$ cat src/inc/sar_adc_map.svh
// offsets, field positions, reset values and timing counts of the converter
`ifndef SAR_ADC_MAP_SVH
`define SAR_ADC_MAP_SVH
`define ADDR_W 20
`define OFF_CLOCK_GATE 20'hf00f0
`define OFF_MODE0 20'hfff30
`define OFF_MODE2 20'hfff32
`define OFF_RESULT_LO 20'hfff1e
`define OFF_RESULT_HI 20'hfff1f
`define OFF_STATUS 20'hfff34
`define CLOCK_GATE_RESET 8'h00
`define CLOCK_GATE_MASK 8'hbd
`define MODE0_RESET 8'h00
`define MODE2_RESET 8'h00
`define BIT_CONV_EN 5
`define BIT_RUN 7
`define BIT_CHMODE 6
`define BIT_COMP_ON 0
`define BIT_POS_REF_HI 7
`define BIT_POS_REF_LO 6
`define BIT_NEG_REF 5
`define BIT_RES8 0
`define TOP_BIT 9
`define LAST_BIT_8 2
`define SETTLE_CYCLES 4'h2
`endif

$ cat src/inc/sar_adc_pkg.sv
// types of the converter control
package sar_adc_pkg;
  typedef enum logic [2:0] {
    ST_STOP = 3'b000,
    ST_STANDBY = 3'b001,
    ST_TRIAL = 3'b011,
    ST_DECIDE = 3'b010,
    ST_DONE = 3'b110
  } conv_state_t;
  typedef struct packed {
    logic run;
    logic channel_mode;
    logic [2:0] clock_sel;
    logic [1:0] voltage_mode;
    logic comparator_on;
  } mode0_t;
  typedef struct packed {
    logic pos_hi;
    logic pos_lo;
    logic neg;
    logic res8;
  } mode2_t;
endpackage : sar_adc_pkg

$ cat src/rtl/sar_adc_control.sv
// successive approximation converter control with its registers
`include "sar_adc_map.svh"
`timescale 1ns/1ps
`default_nettype none
module sar_adc_control
  import sar_adc_pkg::*;
(
  // clock and reset
  input wire logic clock_i,
  input wire logic resetn_i,
  // register port
  input wire logic [19:0] addr_i,
  input wire logic [7:0] wdata_i,
  input wire logic write_i,
  input wire logic read_i,
  output logic [7:0] rdata_o,
  // analog side
  input wire logic comp_high_i,
  input wire logic limit_pass_i,
  output logic [9:0] tap_code_o,
  output logic comparator_power_on_o,
  output logic converter_clock_en_o,
  output logic converter_resetn_o,
  output logic ext_pos_reference_o,
  output logic ext_neg_reference_o,
  output logic scan_mode_o,
  // events
  output logic conversion_end_irq_o,
  output logic converting_o
);
  logic [7:0] clock_gate;
  mode0_t mode0;
  mode2_t mode2;
  conv_state_t state;
  conv_state_t next_state;
  logic [9:0] approx;
  logic [3:0] bit_idx;
  logic [3:0] settle;
  logic [15:0] wide;
  logic [7:0] high8;

  wire conv_en = clock_gate[`BIT_CONV_EN];
  wire hold_reset = !conv_en;
  wire sel_gate = addr_i == `OFF_CLOCK_GATE;
  wire sel_mode0 = addr_i == `OFF_MODE0;
  wire sel_mode2 = addr_i == `OFF_MODE2;
  wire sel_lo = addr_i == `OFF_RESULT_LO;
  wire sel_hi = addr_i == `OFF_RESULT_HI;
  wire sel_status = addr_i == `OFF_STATUS;
  wire wr_gate = write_i && sel_gate;
  wire wr_mode0 = write_i && sel_mode0 && conv_en;
  wire wr_mode2 = write_i && sel_mode2 && conv_en;
  wire comp_on = mode0.comparator_on && !hold_reset;
  wire run_ok = mode0.run && comp_on;
  wire [3:0] last_bit = mode2.res8 ? 4'd`LAST_BIT_8 : 4'd0;
  wire at_last = bit_idx == last_bit;
  wire settled = settle == 4'h0;
  wire [9:0] with_trial;
  wire [9:0] decided;
  wire load_result = state == ST_DECIDE && settled && at_last;

  sar_step u_step (
    .approx_i(approx),
    .bit_i(bit_idx),
    .comp_high_i(comp_high_i),
    .with_trial_o(with_trial),
    .decided_o(decided)
  );

  result_regs u_result (
    .clock_i(clock_i),
    .resetn_i(resetn_i),
    .clear_i(hold_reset),
    .load_i(load_result),
    .value_i(decided),
    .wide_o(wide),
    .high8_o(high8)
  );

  always_comb begin
    next_state = state;
    case (state)
      ST_STOP: begin
        if (comp_on) next_state = ST_STANDBY;
      end
      ST_STANDBY: begin
        if (!comp_on) next_state = ST_STOP;
        else if (run_ok) next_state = ST_TRIAL;
      end
      ST_TRIAL: begin
        next_state = ST_DECIDE;
      end
      ST_DECIDE: begin
        if (settled) next_state = at_last ? ST_DONE : ST_TRIAL;
      end
      ST_DONE: begin
        next_state = ST_STANDBY;
      end
      default: begin
        next_state = ST_STOP;
      end
    endcase
    if (hold_reset || !run_ok && state != ST_STOP && state != ST_STANDBY)
      next_state = comp_on ? ST_STANDBY : ST_STOP;
  end

  always_ff @(posedge clock_i) begin
    if (!resetn_i) begin
      clock_gate <= `CLOCK_GATE_RESET;
    end else if (wr_gate) begin
      clock_gate <= wdata_i & `CLOCK_GATE_MASK;
    end
  end

  always_ff @(posedge clock_i) begin
    if (!resetn_i || hold_reset) begin
      mode0 <= `MODE0_RESET;
      mode2 <= 4'(`MODE2_RESET);
    end else begin
      if (wr_mode0) mode0 <= wdata_i;
      if (wr_mode2) begin
        mode2.pos_hi <= wdata_i[`BIT_POS_REF_HI];
        mode2.pos_lo <= wdata_i[`BIT_POS_REF_LO];
        mode2.neg <= wdata_i[`BIT_NEG_REF];
        mode2.res8 <= wdata_i[`BIT_RES8];
      end
    end
  end

  always_ff @(posedge clock_i) begin
    if (!resetn_i || hold_reset) begin
      state <= ST_STOP;
      approx <= 10'h000;
      bit_idx <= 4'd`TOP_BIT;
      settle <= 4'h0;
    end else begin
      state <= next_state;
      case (state)
        ST_STANDBY: begin
          approx <= 10'h000;
          bit_idx <= 4'd`TOP_BIT;
        end
        ST_TRIAL: begin
          approx <= with_trial;
          settle <= `SETTLE_CYCLES;
        end
        ST_DECIDE: begin
          if (!settled) settle <= settle - 4'h1;
          else begin
            approx <= decided;
            if (!at_last) bit_idx <= bit_idx - 4'h1;
          end
        end
        default: begin
          settle <= 4'h0;
        end
      endcase
    end
  end

  // outputs registered
  wire [7:0] read_mux =
    sel_gate ? clock_gate :
    sel_mode0 ? {mode0.run, mode0.channel_mode, mode0.clock_sel,
                 mode0.voltage_mode, mode0.comparator_on} :
    sel_mode2 ? {mode2.pos_hi, mode2.pos_lo, mode2.neg, 4'h0, mode2.res8} :
    sel_lo ? wide[7:0] :
    sel_hi ? wide[15:8] :
    sel_status ? high8 : 8'h00;

  always_ff @(posedge clock_i) begin
    if (!resetn_i) begin
      rdata_o <= 8'h00;
      tap_code_o <= 10'h000;
      comparator_power_on_o <= 1'b0;
      converter_clock_en_o <= 1'b0;
      converter_resetn_o <= 1'b0;
      ext_pos_reference_o <= 1'b0;
      ext_neg_reference_o <= 1'b0;
      scan_mode_o <= 1'b0;
      conversion_end_irq_o <= 1'b0;
      converting_o <= 1'b0;
    end else begin
      rdata_o <= read_i ? read_mux : 8'h00;
      tap_code_o <= approx;
      comparator_power_on_o <= comp_on;
      converter_clock_en_o <= conv_en;
      converter_resetn_o <= !hold_reset;
      ext_pos_reference_o <= !mode2.pos_hi && mode2.pos_lo;
      ext_neg_reference_o <= mode2.neg;
      scan_mode_o <= mode0.channel_mode;
      conversion_end_irq_o <= state == ST_DONE && limit_pass_i;
      converting_o <= state == ST_TRIAL || state == ST_DECIDE;
    end
  end
  // only the selected channel is analog; port pins handled elsewhere

  // register and gate checks
  chk_gate_reserved: assert property (
    @(posedge clock_i) disable iff (!resetn_i)
    clock_gate[1] == 1'b0 && clock_gate[6] == 1'b0)
    else $error("reserved clock gate bits set");
  chk_gate_mask: assert property (
    @(posedge clock_i) disable iff (!resetn_i)
    wr_gate |=> clock_gate == ($past(wdata_i) & `CLOCK_GATE_MASK))
    else $error("clock gate write not taken");
  chk_held_reset: assert property (
    @(posedge clock_i) disable iff (!resetn_i)
    $past(hold_reset) |-> mode0 == 8'h00 && state == ST_STOP)
    else $error("converter not held in reset");
  chk_mode0_ignored: assert property (
    @(posedge clock_i) disable iff (!resetn_i)
    write_i && sel_mode0 && hold_reset |=> mode0 == 8'h00)
    else $error("mode0 written while gated");
  chk_mode2_ignored: assert property (
    @(posedge clock_i) disable iff (!resetn_i)
    write_i && sel_mode2 && hold_reset |=> mode2 == 4'h0)
    else $error("mode2 written while gated");
  chk_result_cleared: assert property (
    @(posedge clock_i) disable iff (!resetn_i)
    hold_reset |=> wide == 16'h0000 && high8 == 8'h00)
    else $error("results kept while gated");
  chk_conv_resetn: assert property (
    @(posedge clock_i) disable iff (!resetn_i)
    hold_reset |=> !converter_resetn_o)
    else $error("converter reset not driven");
  chk_mode0_write: assert property (
    @(posedge clock_i) disable iff (!resetn_i)
    wr_mode0 |=> mode0 == $past(wdata_i))
    else $error("mode0 write not taken");
  chk_scan_follow: assert property (
    @(posedge clock_i) disable iff (!resetn_i)
    scan_mode_o == $past(mode0.channel_mode))
    else $error("scan mode output stale");

  // run control and comparator checks
  chk_comp_off: assert property (
    @(posedge clock_i) disable iff (!resetn_i)
    !mode0.comparator_on |=> state == ST_STOP)
    else $error("search runs with comparator off");
  chk_power_follow: assert property (
    @(posedge clock_i) disable iff (!resetn_i)
    !comp_on |=> !comparator_power_on_o)
    else $error("comparator powered while disabled");
  chk_stop_idle: assert property (
    @(posedge clock_i) disable iff (!resetn_i)
    state == ST_STOP |=> !converting_o)
    else $error("converting flag while stopped");
  chk_trial_run: assert property (
    @(posedge clock_i) disable iff (!resetn_i)
    state == ST_TRIAL |-> $past(run_ok))
    else $error("trial started without run");
  chk_converting_flag: assert property (
    @(posedge clock_i) disable iff (!resetn_i)
    state == ST_DECIDE |=> converting_o)
    else $error("converting flag low during search");

  // search sequence checks
  chk_top_trial: assert property (
    @(posedge clock_i) disable iff (!resetn_i)
    state == ST_STANDBY && next_state == ST_TRIAL |=> ##1
    approx == 10'h200)
    else $error("top trial bit not set");
  chk_standby_clear: assert property (
    @(posedge clock_i) disable iff (!resetn_i)
    state == ST_STANDBY && !hold_reset |=>
    approx == 10'h000 && bit_idx == 4'd`TOP_BIT)
    else $error("search not restarted from top");
  chk_tap_copy: assert property (
    @(posedge clock_i) disable iff (!resetn_i)
    tap_code_o == $past(approx))
    else $error("tap code does not follow search");
  chk_trial_sets: assert property (
    @(posedge clock_i) disable iff (!resetn_i)
    state == ST_TRIAL && !hold_reset |=>
    approx == ($past(approx) | (10'h001 << $past(bit_idx))))
    else $error("trial bit not set");
  chk_decide_keep: assert property (
    @(posedge clock_i) disable iff (!resetn_i)
    state == ST_DECIDE && settled && comp_high_i && !hold_reset |=>
    approx == $past(approx))
    else $error("trial bit dropped although input high");
  chk_decide_clear: assert property (
    @(posedge clock_i) disable iff (!resetn_i)
    state == ST_DECIDE && settled && !comp_high_i && !hold_reset |=>
    (approx & (10'h001 << $past(bit_idx))) == 10'h000)
    else $error("trial bit kept although input low");
  chk_bit_step: assert property (
    @(posedge clock_i) disable iff (!resetn_i)
    state == ST_DECIDE && settled && !at_last && !hold_reset |=>
    bit_idx == $past(bit_idx) - 4'h1)
    else $error("search did not move to next bit");
  chk_done_last: assert property (
    @(posedge clock_i) disable iff (!resetn_i)
    state == ST_DONE |-> $past(at_last))
    else $error("conversion ended before last bit");
  chk_last_bit8: assert property (
    @(posedge clock_i) disable iff (!resetn_i)
    state == ST_DONE && mode2.res8 |-> bit_idx == 4'd2)
    else $error("eight bit search did not stop at bit 2");
  chk_step_wait: assert property (
    @(posedge clock_i) disable iff (!resetn_i)
    state == ST_TRIAL && run_ok |=>
    state == ST_DECIDE && settle == `SETTLE_CYCLES)
    else $error("comparator wait too short");
  chk_settle_hold: assert property (
    @(posedge clock_i) disable iff (!resetn_i)
    state == ST_DECIDE && !settled && run_ok |=> state == ST_DECIDE)
    else $error("decide left before settling");

  // result and end event checks
  chk_result_left: assert property (
    @(posedge clock_i) disable iff (!resetn_i)
    wide[5:0] == 6'h00)
    else $error("wide result low bits nonzero");
  chk_high_match: assert property (
    @(posedge clock_i) disable iff (!resetn_i)
    high8 == wide[15:8])
    else $error("high8 differs from wide result");
  chk_result_load: assert property (
    @(posedge clock_i) disable iff (!resetn_i)
    load_result && !hold_reset |=> wide[15:6] == $past(decided))
    else $error("result not loaded");
  chk_irq_done: assert property (
    @(posedge clock_i) disable iff (!resetn_i)
    conversion_end_irq_o |-> $past(state) == ST_DONE
    && $past(limit_pass_i))
    else $error("irq without finished conversion");
  chk_irq_pulse: assert property (
    @(posedge clock_i) disable iff (!resetn_i)
    conversion_end_irq_o |=> !conversion_end_irq_o)
    else $error("end irq longer than one cycle");
  chk_irq_limit: assert property (
    @(posedge clock_i) disable iff (!resetn_i)
    state == ST_DONE && limit_pass_i |=> conversion_end_irq_o)
    else $error("end irq missing after limit pass");
  chk_irq_blocked: assert property (
    @(posedge clock_i) disable iff (!resetn_i)
    state == ST_DONE && !limit_pass_i |=> !conversion_end_irq_o)
    else $error("end irq despite limit block");
endmodule : sar_adc_control
`default_nettype wire

$ cat src/rtl/sar_step.sv
// one successive approximation trial and decide step
`timescale 1ns/1ps
`default_nettype none
module sar_step
  import sar_adc_pkg::*;
(
  // search state
  input wire logic [9:0] approx_i,
  input wire logic [3:0] bit_i,
  input wire logic comp_high_i,
  // results
  output logic [9:0] with_trial_o,
  output logic [9:0] decided_o
);
  wire [9:0] one_hot = 10'h001 << bit_i;
  assign with_trial_o = approx_i | one_hot;
  assign decided_o = comp_high_i ? approx_i : (approx_i & ~one_hot);
endmodule : sar_step
`default_nettype wire

$ cat src/rtl/result_regs.sv
// conversion result holding registers
`timescale 1ns/1ps
`default_nettype none
module result_regs
  import sar_adc_pkg::*;
(
  // clock and reset
  input wire logic clock_i,
  input wire logic resetn_i,
  // load
  input wire logic clear_i,
  input wire logic load_i,
  input wire logic [9:0] value_i,
  // outputs
  output logic [15:0] wide_o,
  output logic [7:0] high8_o
);
  always_ff @(posedge clock_i) begin
    if (!resetn_i || clear_i) begin
      wide_o <= 16'h0000;
      high8_o <= 8'h00;
    end else if (load_i) begin
      wide_o <= {value_i, 6'h00};
      high8_o <= value_i[9:2];
    end
  end
endmodule : result_regs
`default_nettype wire

$ cat config.mk
export PLATFORM = sky130hd
export DESIGN_NAME = sar_adc_control
export DESIGN_NICKNAME = d
export VERILOG_FILES = /design/src/inc/sar_adc_pkg.sv /design/src/rtl/sar_adc_control.sv /design/src/rtl/sar_step.sv /design/src/rtl/result_regs.sv
export VERILOG_INCLUDE_DIRS = /design/src /design/src/inc
export SDC_FILE = /design/constraint.sdc
export NUM_CORES = 1
export LEC_CHECK = 0
export CAP_MARGIN = 10
export CORE_MARGIN = 2
export CORE_UTILIZATION = 45
export DETAILED_ROUTE_END_ITERATION = 12
export DONT_BUFFER_PORTS = 1
export PLACE_DENSITY = 0.65
export SYNTH_ARGS = -nofsm -noshare
export SYNTH_HDL_FRONTEND = slang
export SYNTH_SLANG_ARGS = --single-unit
$ cat constraint.sdc
create_clock -name clock_i -period 1.96 [get_ports clock_i]
set_input_delay 0.098 -clock clock_i [delete_from_list [all_inputs] [get_ports clock_i]]
set_output_delay 0.098 -clock clock_i [all_outputs]
set_load 0.05 [all_outputs]
==> metrics <==
Tmin final 1847 ps; post-synthesis average cell area 9.033 µm²; clock-pin transition on the worst setup and hold timing paths 70 ps; RSZ-0062 raised after global routing false; Die Ht 90.53 µm; CTS tree yes; share of post-route cells with drive strength above 1 0.1020; Detailed Place HPWL 6034 µm; antenna violations before repair 0; Cells after Synth 373; Seq pwr share 0.586; I/O Pins 60; P per Cell Area 659.8 nW/µm²; I/O Buffers 0; top-area cell type share of the netlist area 0.4397; total internal power 1977 µW; status complete, no violations; clock sink count 74; Main synth FF type dfxtp_1; dpl ws -46.52 ps; FP Rows 31; Crit. End Element register; Final Instance Area 3882 µm²; Hold Worst Slack 12.16 ps; clock network power share 0.388; synth unique cells 53; fin worst setup slack 112.8 ps; dominant cell type by area after synthesis dfxtp_1; Comb power frac 0.026; reg2reg end approx[1]; first-pass iteration count of the detailed router 5; first-pass GRT wire length 13730 µm; Post-synth ARST share 0; cell types occupying the most area after synthesis dfxtp_1, mux2i_1, o21ai_0; Finish-stage setup viols 0; DRC Markers 0; Hold Path Origin addr_i[1]; Placed Area 3567 µm²; Period Utilization, post-route 0.9425; core area 7253 µm²; RePlAce Congestion 0.8737; clock skew 9.203 ps; R2R depth 7; arrival time at the worst endpoint 2070 ps; clock latency on the worst-skew pair 350 ps; total CTS buffers 9; top cells by count, synth dfxtp_1, o21ai_0, nor2_1; Psw 584.8 µW; FF-to-FF setup slack 110 ps; sequential-to-total area share from yosys stat 0.4397; Worst Setup Start Kind register; worst hold stages 2; Sw Ratio 0.2283; Pleak 0.001372 µW; Slew headroom 0.3756; gr ovfl total 0; measured slew at the worst slew-check pin 936.6 ps; Chip Width 90.53 µm; CTS H-tree depth 3; setup tns final 0 ps; Max Cap Viol 0; DRT antenna net count 0; Post-synth EDFFs 0; All-Layer GR Usage 0.2089; routed wire length 8492 µm; Mapped Area 3369 µm²; antenna cells 0; worst r2r src settle[0]; layout net count 438; Seq cells post-synth 74; die footprint 8196 µm²; maximum VDD drop 0.2749 mV; Syn Nets 413; Starting Density 0.4646; Root Driver clkbuf_8; total power 2562 µW; Avg Vias per Cell 5.872; CP Class reg -> reg; Ys Warns 0; f_max 541.4 MHz; Via Count 2942; Worst Path Required 2190 ps; largest net degree at the start of global routing 28; crit-path max FO 8; Clock Tree Buf Depth 2; number of global-route vias before repair 2776; count leader, synth dfxtp_1; hold crit path type in -> reg; Setup Fix Bufs, Post-CTS 0; Starting DRT DRC Count 206; max-slew violation count 0; wire per inst 16.95 µm; Hold EP rdata_o[2]; final hold viol count 0; area delta synth->final 15.22%
-- worst max path at each step --
stage | to | slack (ps) | startpoint | depth (start not counted)
CTS | settle[3] | 40 | settle[0] | 6
global route | approx[1] | 10 | settle[0] | 7
finish | approx[1] | 110 | settle[0] | 7
global placement | u_result.high8_o[1] | 40 | settle[0] | 7
floorplan | u_result.high8_o[0] | 40 | settle[0] | 7
detailed placement | u_result.high8_o[3] | -50 | settle[0] | 7
-- layer usage --
layer / track usage / part of all wire / vias up
met5: 0 / 0 / -
met4: 0.08590 / 0.015 / 0
met3: 0.04257 / 0.062 / 13
met2: 0.3172 / 0.46 / 100
met1: 0.2895 / 0.46 / 1406
li1: - / - / 1423
-- critical path: stages, from the launching register on --
cell and delay (ps):
dfxtp_1 310, inv_1 70, ha_1 190, or3b_4 430, o21ai_1 250, a21oi_1 150
buf_4 200, o2bb2ai_1 130
-- power groups by stage --
stage	logic, µW	registers, µW	clock network, µW
after floorplan	33.8	1540	0
after global placement	31.8	1540	0
after detailed placement	32.0	1540	0
after CTS	65.5	1500	1020
after global routing	73.2	1500	1070
final	66.9	1500	993
-- final cells by class --
class | instances | area [µm²]
fill | 700 | 3371
multi-input combinational | 270 | 1790
sequential | 74 | 1481
timing repair buffer | 34 | 294.0
clock buffer | 9 | 123.9
tap | 99 | 123.9
clock inverter | 6 | 35.03
inverter | 9 | 33.78
-- flip-flops by register name, summed over array words and instances (netlist names), 2 cells and up --
| register | flops |
|---|---|
| u_result.wide_o | 2 |
| approx | 10 |
| clock_gate | 6 |
| bit_idx | 4 |
| settle | 4 |
| state | 3 |
| tap_code_o | 10 |
| mode2 | 4 |
| mode0 | 8 |
| rdata_o | 8 |
| u_result.high8_o | 8 |
-- kinds of logic (layout without fill, tap and decap cells) --
logic type | after synthesis | count (layout) | synth area share
AND/OR/NAND/NOR | 148 | 148 | 0.2547
AO/OA/AOI/OAI | 98 | 98 | 0.1957
flip-flops | 74 | 74 | 0.4397
buffers and inverters | 29 | 58 | 0.03453
multiplexers | 16 | 16 | 0.04790
adder cells (fa/ha/maj) | 6 | 6 | 0.02228
XOR/XNOR | 2 | 2 | 0.005200
-- cells in the final DEF, fill, tap and decap left out, types with 5 or more instances in the layout --
cell type      instances
dfxtp_1               74
nor2_1                23
o21ai_0               23
nand2_1               22
a21oi_1               20
buf_4                 20
and2_1                16
nand3_1               15
mux2i_1               15
dlygate4sd3_1         12
nand2b_1              11
a21boi_0              10
a22oi_1               10
o2bb2ai_1             10
inv_1                  9
nand4_1                9
clkbuf_8               9
nor3_1                 8
nor3b_1                6
ha_1                   6
nand4b_1               5
-- metrics by stage --
step	util	cells
3_3_place_gp	0.4918	472
2_1_floorplan	-	373
4_1_cts	0.5348	501
5_1_grt	0.5353	501
3_5_place_dp	0.4918	472
6_report	0.5353	501
-- repair_timing --
item | 4_1_cts | 5_1_grt
resized for setup | 6 | 2
cloned | 1 | 0
hold endpoints to repair | 37 | 0
hold buffers | 13 | 0
pin swaps | 0 | 1
endpoints found under the setup margin | 12 | 10
Power figures use the tool's default switching activity.
